### src/design/sys_clock_params.svh
/*
  Constants for the system clock gate and short I/O page block.
  Assumes a 32-bit APB slave, byte addresses four times the printed index.
*/
// What this block does
// (RULE1) Gate bit one passes clock, zero withholds
// (RULE2) Gate one bits 11,10: quadrature decoders 1,0
// (RULE3) Gate one bits 9..6: timers D..A
// (RULE4) Gate one bits 5,4: serial units 1,0
// (RULE5) Gate one bits 3,2: SPI units 1,0
// (RULE6) Gate one bits 1,0: pulse modulators B,A
// (RULE7) Gate two bits 15..1 read zero
// (RULE8) Gate two bit 0: second CAN controller
// (RULE9) Short address: low six from instruction
// (RULE10) Page high holds bits 23:22, rest ones
// (RULE11) Page low holds address bits 21:6
// (RULE12) Page registers reset to all ones
// (RULE13) New page value effective three cycles later
// (RULE14) Off-top page plus off-chip blocks JTAG debug
// (RULE15) System and peripheral clocks at half master
// (RULE16) Run mode: core and peripheral clocks active
// (RULE17) Wait mode: core stops, peripherals run
// (RULE18) Unmasked interrupt in Wait restores core
// (RULE19) Stop exits only on listed wake events
// (RULE20) CAN wake from Stop loses first message
// (RULE21) Peripherals except watchdog use peripheral clock
// (RULE22) Gate one bits 15..12: memory port, converters, CAN
// (RULE23) Gating changes produce no shortened clock pulses
`ifndef SYS_CLOCK_PARAMS_SVH
`define SYS_CLOCK_PARAMS_SVH
`define IDX_GATE_ONE 4'hC
`define IDX_PAGE_HIGH 4'hD
`define IDX_PAGE_LOW 4'hE
`define IDX_GATE_TWO 4'hF
`define IDX_POWER_CTRL 4'h0
`define RESET_GATE_ONE 16'hFFFF
`define RESET_GATE_TWO 16'h0001
`define RESET_PAGE 16'hFFFF
`define PAGE_HIGH_ONES 16'hFFFC
`define PAGE_DELAY 3
`define PSLVERR_NONE 1'b0
`endif

### src/design/sys_clock_pkg.sv
/*
  Types for the system clock gate block.
  Assumes the params header is compiled alongside.
*/
package sys_clock_pkg;
  typedef enum logic [1:0] {
    MODE_RUN = 2'b00,
    MODE_WAIT = 2'b01,
    MODE_STOP = 2'b11
  } power_mode_type;
  typedef struct packed {
    logic stop_req;
    logic wait_req;
  } power_req_type;
  typedef struct packed {
    logic can_activity;
    logic unclocked_irq;
    logic watchdog_rst;
    logic external_rst;
  } wake_type;
endpackage

### src/design/sys_clock_gate.sv
/*
  System clock gate, power mode and short I/O page logic with an APB slave.
  Assumes pclk is the master clock; gated clocks are delivered as one-cycle
  enable pulses at half rate, consumed by peripherals on pclk.
*/
`timescale 1ns/1ps
`include "sys_clock_params.svh"
module sys_clock_gate (
  input wire logic pclk,
  input wire logic presetn,
  input wire logic psel,
  input wire logic penable,
  input wire logic pwrite,
  input wire logic [5:0] paddr,
  input wire logic [31:0] pwdata,
  output logic [31:0] prdata,
  output logic pready,
  output logic pslverr,
  input wire sys_clock_pkg::power_req_type power_req,
  input wire sys_clock_pkg::wake_type wake,
  input wire logic periph_irq_unmasked,
  input wire logic off_chip_program_select,
  input wire logic [5:0] short_offset,
  output logic [23:0] short_address,
  output logic debug_jtag_blocked,
  output logic core_clock_en,
  output logic periph_clock_en,
  output logic [15:0] gate_one_clock_en,
  output logic second_controller_area_clock_en,
  output logic can_first_msg_drop,
  output logic [1:0] power_mode
);
  // ****************************************
  // Register state
  // ****************************************
  logic [15:0] peripheral_clock_gate_one_reg;
  logic peripheral_clock_gate_two_reg;
  logic [1:0] short_io_page_high_reg;
  logic [15:0] short_io_page_low_reg;
  logic [17:0] page_pipe_reg [0:`PAGE_DELAY-1];
  logic half_reg;
  sys_clock_pkg::power_mode_type mode_reg;
  logic can_woke_reg;
  logic wr_acc;
  logic rd_acc;
  logic [3:0] idx;

  assign idx = paddr[5:2];
  assign wr_acc = psel & penable & pwrite;
  assign rd_acc = psel & ~penable & ~pwrite;

  // ****************************************
  // Shared decode helpers
  // ****************************************
  // Register write strobe: only the access edge of an APB write counts
  function automatic logic write_hit(input logic acc, input logic [3:0] at, input logic [3:0] target);
    return acc && at == target;
  endfunction

  // Live half-rate tick for peripherals: kept in Run and Wait, never in Stop
  // One source for all peripheral enables keeps them phase aligned
  function automatic logic periph_tick(input logic half, input sys_clock_pkg::power_mode_type mode);
    return !half && mode != sys_clock_pkg::MODE_STOP;
  endfunction

  // ****************************************
  // Clock gate registers
  // ****************************************
  // One-bit-per-peripheral gate; 1 passes the clock
  always_ff @(posedge pclk or negedge presetn) begin
    if (!presetn) begin
      peripheral_clock_gate_one_reg <= `RESET_GATE_ONE;
      peripheral_clock_gate_two_reg <= 1'b1;
    end else if (write_hit(wr_acc, idx, `IDX_GATE_ONE)) begin
      peripheral_clock_gate_one_reg <= pwdata[15:0]; // [RULE2] [RULE3] [RULE4] [RULE5] [RULE6] [RULE22]
    end else if (write_hit(wr_acc, idx, `IDX_GATE_TWO)) begin
      peripheral_clock_gate_two_reg <= pwdata[0]; // [RULE8]
    end
  end

  // ****************************************
  // Short I/O page registers
  // ****************************************
  // Both reset to ones so short addressing hits debug space
  always_ff @(posedge pclk or negedge presetn) begin
    if (!presetn) begin
      short_io_page_high_reg <= 2'h3; // [RULE12]
      short_io_page_low_reg <= `RESET_PAGE; // [RULE12]
    end else if (write_hit(wr_acc, idx, `IDX_PAGE_HIGH)) begin
      short_io_page_high_reg <= pwdata[1:0]; // [RULE10]
    end else if (write_hit(wr_acc, idx, `IDX_PAGE_LOW)) begin
      short_io_page_low_reg <= pwdata[15:0]; // [RULE11]
    end
  end

  // Pipeline models the three-cycle delay before a new page is used
  always_ff @(posedge pclk or negedge presetn) begin
    if (!presetn) begin
      for (int i = 0; i < `PAGE_DELAY; i++) begin
        page_pipe_reg[i] <= 18'h3FFFF;
      end
    end else begin
      page_pipe_reg[0] <= {short_io_page_high_reg, short_io_page_low_reg}; // [RULE13]
      for (int i = 1; i < `PAGE_DELAY; i++) begin
        page_pipe_reg[i] <= page_pipe_reg[i-1];
      end
    end
  end

  // Effective address: page bits above, instruction offset below
  always_ff @(posedge pclk or negedge presetn) begin
    if (!presetn) begin
      short_address <= 24'hFFFFC0;
      debug_jtag_blocked <= 1'b0;
    end else begin
      short_address <= {page_pipe_reg[`PAGE_DELAY-2], short_offset}; // [RULE9] [RULE13]
      debug_jtag_blocked <= off_chip_program_select &&
        (page_pipe_reg[`PAGE_DELAY-2] != 18'h3FFFF); // [RULE14]
    end
  end

  // ****************************************
  // Power modes
  // ****************************************
  // Stop leaves only on its wake events; Wait leaves on an unmasked irq
  always_ff @(posedge pclk or negedge presetn) begin
    if (!presetn) begin
      mode_reg <= sys_clock_pkg::MODE_RUN;
      can_woke_reg <= 1'b0;
    end else begin
      unique case (mode_reg)
        sys_clock_pkg::MODE_RUN: begin
          can_woke_reg <= 1'b0;
          if (power_req.stop_req) begin
            mode_reg <= sys_clock_pkg::MODE_STOP;
          end else if (power_req.wait_req) begin
            mode_reg <= sys_clock_pkg::MODE_WAIT;
          end
        end
        sys_clock_pkg::MODE_WAIT: begin
          if (periph_irq_unmasked) begin
            mode_reg <= sys_clock_pkg::MODE_RUN; // [RULE18]
          end
        end
        sys_clock_pkg::MODE_STOP: begin
          if (|wake) begin
            mode_reg <= sys_clock_pkg::MODE_RUN; // [RULE19]
            can_woke_reg <= wake.can_activity; // [RULE20]
          end
        end
        default: mode_reg <= sys_clock_pkg::MODE_RUN;
      endcase
    end
  end

  // ****************************************
  // Clock enables
  // ****************************************
  // Half-rate toggle; enables change only with the whole tick so no runt pulse
  always_ff @(posedge pclk or negedge presetn) begin
    if (!presetn) begin
      half_reg <= 1'b0;
    end else begin
      half_reg <= ~half_reg; // [RULE15]
    end
  end

  always_ff @(posedge pclk or negedge presetn) begin
    if (!presetn) begin
      core_clock_en <= 1'b0;
      periph_clock_en <= 1'b0;
      gate_one_clock_en <= 16'h0000;
      second_controller_area_clock_en <= 1'b0;
      can_first_msg_drop <= 1'b0;
      power_mode <= 2'b00;
    end else begin
      power_mode <= mode_reg;
      can_first_msg_drop <= can_woke_reg; // [RULE20]
      core_clock_en <= ~half_reg && mode_reg == sys_clock_pkg::MODE_RUN; // [RULE16] [RULE17]
      periph_clock_en <= periph_tick(half_reg, mode_reg); // [RULE21]
      gate_one_clock_en <= {16{periph_tick(half_reg, mode_reg)}} &
        peripheral_clock_gate_one_reg; // [RULE1] [RULE23]
      second_controller_area_clock_en <= periph_tick(half_reg, mode_reg) &&
        peripheral_clock_gate_two_reg; // [RULE1] [RULE8] [RULE23]
    end
  end

  // ****************************************
  // APB read and response
  // ****************************************
  // Read data latched in setup; zero-wait access phase
  always_ff @(posedge pclk or negedge presetn) begin
    if (!presetn) begin
      prdata <= 32'h00000000;
      pready <= 1'b0;
      pslverr <= 1'b0;
    end else begin
      pready <= psel & ~penable;
      pslverr <= `PSLVERR_NONE;
      if (rd_acc) begin
        unique case (idx)
          `IDX_GATE_ONE: prdata <= {16'h0000, peripheral_clock_gate_one_reg};
          `IDX_GATE_TWO: prdata <= {31'h0, peripheral_clock_gate_two_reg}; // [RULE7]
          `IDX_PAGE_HIGH: prdata <= {16'h0000, `PAGE_HIGH_ONES | {14'h0, short_io_page_high_reg}}; // [RULE10]
          `IDX_PAGE_LOW: prdata <= {16'h0000, short_io_page_low_reg};
          `IDX_POWER_CTRL: prdata <= {30'h0, mode_reg};
          default: prdata <= 32'h00000000;
        endcase
      end
    end
  end
endmodule

### config.mk
export PLATFORM = sky130hd
export DESIGN_NAME = sys_clock_gate
export DESIGN_NICKNAME = d
export VERILOG_FILES = /design/src/design/sys_clock_pkg.sv /design/src/design/sys_clock_gate.sv
export VERILOG_INCLUDE_DIRS = /design/src /design/src/design
export SDC_FILE = /design/constraint.sdc
export NUM_CORES = 1
export LEC_CHECK = 0
export ABC_AREA = 1
export BUFFER_PORTS_ARGS = -buffer_cell sky130_fd_sc_hd__buf_2
export CAP_MARGIN = 20
export CORE_UTILIZATION = 52
export DETAILED_ROUTE_END_ITERATION = 12
export GPL_TIMING_DRIVEN = 0
export PLACE_DENSITY = 0.79
export SETUP_SLACK_MARGIN = 0.2
export SLEW_MARGIN = 15
export SYNTH_ARGS = -nofsm -noshare
export SYNTH_HDL_FRONTEND = slang
export SYNTH_SLANG_ARGS = --single-unit
### constraint.sdc
create_clock -name pclk -period 1.4 [get_ports pclk]
set_input_delay 0.28 -clock pclk [delete_from_list [all_inputs] [get_ports pclk]]
set_output_delay 0.28 -clock pclk [all_outputs]
set_load 0.01 [all_outputs]
# Word level (Yosys, flattened, before mapping)

Cells that the tools add are included.

Flip-flop bits (word level): 155
Input port bits: 57
Output and inout port bits: 81
Logic and storage cells: 65

Equality and inequality tests: 11
Multiplexer cells: 8
Bitwise operators: 10
Reduce and logical (&&, ||, !) cells: 17

Operators by type and width:

| operator                                                               | count |
|---|---|
| 16-bit one-hot mux with 5 select lines                                 | 1 |
| 18-bit inequality test (second input constant)                         | 1 |
| 16-bit bitwise AND                                                     | 1 |
| 4-bit equality test (second input constant)                            | 4 |
| 1-bit logical AND                                                      | 8 |
| 2-bit two-way mux                                                      | 4 |
| 2-bit inequality test (second input constant)                          | 3 |
| 2-bit one-hot mux with 3 select lines                                  | 1 |
| 2-bit AND reduction                                                    | 3 |
| 1-bit inverter                                                         | 5 |
| 1-bit bitwise AND                                                      | 4 |
| 4-bit logical NOT                                                      | 1 |
| 4-bit OR reduction                                                     | 1 |
| 3-bit inequality test (second input constant)                          | 1 |
| 3-bit AND reduction                                                    | 1 |
| 2-bit by 1-bit equality test with 1-bit output (second input constant) | 1 |
| 2-bit equality test (second input constant)                            | 1 |
| 2-bit logical NOT                                                      | 1 |
| 1-bit one-hot mux with 2 select lines                                  | 1 |
| 2-bit nonzero test                                                     | 1 |
| 1-bit logical NOT                                                      | 1 |
| 1-bit two-way mux                                                      | 1 |

# Depth between registers and ports, before layout

Depth after elaboration: 5
Mapped depth: 7
Mapped depth without buffers: 6

# Worst setup path before layout

Ideal clock, no wire load.

Kind: in2reg
Start point: in paddr[4]
End point: reg prdata[10]
Library setup time: 0.116 ns
Arrival time: 1.089 ns
Required time: 1.284 ns
Slack: 0.194 ns
Stages on the path: 7
Path buffers: 1
Cell sequence: nand2_1 -> inv_2 -> nand2_1 -> buf_2 -> nand3_1 -> nand2_1 -> nand2_1

Longest elaborated chain between the ends: 2
Elaborated cells between the ends (all ways): 6
Those cells by class: eq/ne (4); mux (1); reduce/logical (1)

Ends and longest elaborated chain:

| element                                                         | RTL line              | source |
|---|---|---|
| from (decl)                                                     | sys_clock_gate.sv:14  | `input wire logic [5:0] paddr,` |
| 4-bit equality test / 4-bit logical NOT (equally long branches) | sys_clock_gate.sv:201 | `unique case (idx)` |
| 16-bit one-hot mux with 5 select lines (*)                      | sys_clock_gate.sv:201 |  |
| to (signal assigned)                                            | sys_clock_gate.sv:202 | `` `IDX_GATE_ONE: prdata <= {16'h0000, peripheral_clock_gate_one_reg}; `` |
| to (signal assigned)                                            | sys_clock_gate.sv:203 | `` `IDX_GATE_TWO: prdata <= {31'h0, peripheral_clock_gate_two_reg}; `` |
| to (signal assigned)                                            | sys_clock_gate.sv:204 | `` `IDX_PAGE_HIGH: prdata <= {16'h0000, `PAGE_HIGH_ONES \| {14'h0, short_io_page_high_reg}}; `` |
| to (decl)                                                       | sys_clock_gate.sv:16  | `output logic [31:0] prdata,` |

Mark *: on every way between the ends. The rest lies on a longest branch, timed or not.
A chain may end at the register's enable or synchronous reset.

# Worst setup path in the final report

Start point: reg short_address[10]
End point: out short_address[10]

RTL lines:

| element                | RTL line              | source |
|---|---|---|
| from (decl)            | sys_clock_gate.sv:24  | `output logic [23:0] short_address,` |
| from (signal assigned) | sys_clock_gate.sv:116 | `` short_address <= {page_pipe_reg[`PAGE_DELAY-2], short_offset}; `` |

No word-level cell between the ends.

==> impl_metrics.csv <==
group,metric,value,unit
status,outcome,"complete, but fails checks",
status,violations,"negative setup slack",
sta,fin_setup_tns,-0.08840,ns
clock_network,htree_levels,4,
floorplanning,dieHeight,100.6,microns
yosys,ys_seq_elements,139,
setup_path,slowest_stage,"dfstp_2",
finish,syn2layout_area_growth,32.38,%
setup_path,crit_path_max_fanout,1,
floorplanning,die_w,100.6,microns
setup_path,crit_path_end_kind,"primary output",
power_and_ir_drop,p_per_area,1556,nW/um^2
finish,drive_gt1_share,47.32,%
floorplanning,rows,35,
job,cap_violations,0,
floorplanning,io_pins,138,
sta,max_freq,707.6,MHz
yosys,synth_top_family_by_area,"simple AND/OR/NAND/NOR gates",
yosys,synth_fa_ha_area_share,0,%
sta,hold_ws,0.01232,ns
yosys,avgSynthCellArea,11.32,sq um
finish,multi_input_area,1159,sq um
hold_path,hold_class,"input pin to register",
setup_path,critical_path_class,"register to primary output",
grt,grt_max_degree,94,
sta,fin_crit,1.413,ns
sta,finalSetupViolations,18,
finish,register_area,3590,sq um
hold_path,hold_start,"pwdata[6]",
setup_path,crit_family,"flip-flops",
setup_path,cp_data_required_time,1.12,ns
route,antenna_left,0,
sta,slew_viol_final,0,
floorplanning,die_area,10130,sq um
grt,grt_pass1_wl,16.34,mm
route,wl,9.905,mm
setup_path,worstPathCellList,"buf_6",
finish,n_antenna_cell,0,
finish,fin_cells,744,
floorplanning,start_util,54.23,%
grt,grt_pass1_vias,3455,
route,viasPerCell,4.669,
finish,final_nets,659,
yosys,synth_xor_area_share,0,%
setup_path,r2r_start,"mode_reg[0]$_DFFE_PN0P_",
route,vias,3474,
yosys,syn_inst,447,
grt,track_usage,21.50,%
sta,setup_slack,-0.01327,ns
setup_path,reg2reg_slack,0.28,ns
grt,grt-ovfl-total,0,
yosys,synth.distinct_cells,25,
placement,place.gp.congestion,0.8790,
placement,portBuffers,102,
clock_network,cts-root-buf,"clkbuf_8",
route,wl_per_cell,13.31,microns
clock_network,cts_made_buffers,17,
setup_path,critPathMaxStageDelay,0.53,ns
grt,antenna_found_initial,0,
setup_path,worst_setup_path_start_kind,"register",
clock_network,clock-sinks,139,
placement,dp_hpwl,6.489,mm
setup_path,crit_buf_inv,1,
setup_path,ff2ff_path_depth,6,
clock_network,clk_pin_slew_worst_paths,0.06,ns
setup_path,r2r-end,"gate_one_clock_en[5]$_DFF_PN0_",
clock_network,cts_tree,"yes",
clock_network,ctsLongestPathBuffers,2,
route,drc,0,
sta,post-route-period-util,100.9,%
setup_path,arrival,1.13,ns
finish,largest_register_ffs,36,
power_and_ir_drop,peakVddDrop,0.0008838,V
yosys,muxShareOfSynthArea,0,%
power_and_ir_drop,power.total,10.42,mW
placement,dp.cells,695,
finish,layout_common_cells,"nand2_1, dfstp_2, buf_2, dfrtp_1, inv_1",
yosys,synth_compound_area_share,5.219,%
hold_path,hold_depth,3,
yosys,ys_seq_area_share,70.96,%
clock_network,clkLatencyLatePin,0.51,ns
sta,final_hold_viol_count,0,
yosys,synth-simple-area-share,16.13,%
hold_path,min_to,"short_io_page_low_reg[6]$_DFFE_PN1P_",
finish,mostFrequentLayoutCell,"nand2_1",
sta,rsz0062_at_grt,"yes",
sta,skew,0.006883,ns
yosys,yosysWarningCount,0,
route,drt_iter0_markers,140,
route,first_pass_iters,4,
floorplanning,core_area,9328,sq um
finish,num-fill-cells,663,
power_and_ir_drop,power.leakage,3.313,nW
yosys,netlist_area,5059,sq um
## final cells by class
class | instances | area share [%]
Sequential cell | 139 | 53.61
Multi-Input combinational cell | 249 | 17.30
Inverter | 46 | 2.616
Timing Repair Buffer | 120 | 12.35
Clock inverter | 14 | 1.999
Buffer | 29 | 3.326
Clock buffer | 18 | 6.390
Tap cell | 129 | 2.410
## cells in the mapped netlist (all sizes together)
library cell,number,area [sq um]
a21boi,1,7.510
o21bai,1,7.510
nand3,26,130.1
clkbuf,3,15.02
inv,46,172.7
nor3,5,47.54
conb,1,3.750
nor2,29,111.4
nand4,4,25.02
buf,26,197.7
nand2,129,501.7
dfrtp,50,1251
o221ai,1,8.760
dfstp,89,2338
o21ai,36,240.2
## power by group
group          switching [mW]  internal (mW)  leakage (nW)
Sequential              0.297           4.79          1.57
Clock                    1.73           2.44         0.272
Combinational           0.617          0.542          1.47
## kinds of logic after synthesis
group / Yosys count
other cells: 1
buf+inv: 75
flops: 139
simple gates: 193
compound gates: 39
## timing repair
action / 4_1_cts / 5_1_grt
gates resized for setup: 22 / 5
hold buffers: 12 / 0
buffers inserted: 3 / 2
endpoints found under the setup margin: 74 / 75
hold endpoints to repair: 41 / 0
## per-layer routing
layer	track usage [%]	vias up	wire (microns)
met1	26.84	1611	4214
li1	-	1682	-
met3	5.479	27	562
met5	0	-	0
met4	10.48	0	254
met2	35.19	154	4872
## stage by stage
stage                     worst slack, ns  instance area, sq um  utilization (%)
after detailed placement         -0.07617                  5827            62.47
after global routing             -0.05429                  6696            71.79
after global placement             -1.515                  5793            62.11
after floorplan                    0.2962                  5121                -
final                            -0.01327                  6696            71.79
after CTS                        -0.03522                  6656            71.36
## how the worst max path moves through the flow
stage                                           endpoint  slack, ns  cells after the start                   startpoint
after global routing                   short_address[22]      -0.05                      1  short_address[22]$_DFF_PN1_
after detailed placement  gate_one_clock_en[5]$_DFF_PN0_      -0.08                      6      mode_reg[1]$_DFFE_PN0P_
after floorplan                   prdata[10]$_DFFE_PN0P_       0.30                      7                     paddr[4]
after global placement    gate_one_clock_en[5]$_DFF_PN0_      -1.51                      1                      presetn
after CTS                               short_address[7]      -0.04                      1   short_address[7]$_DFF_PN1_
final                                  short_address[10]      -0.01                      1  short_address[10]$_DFF_PN1_
Power figures use the tool's default switching activity.
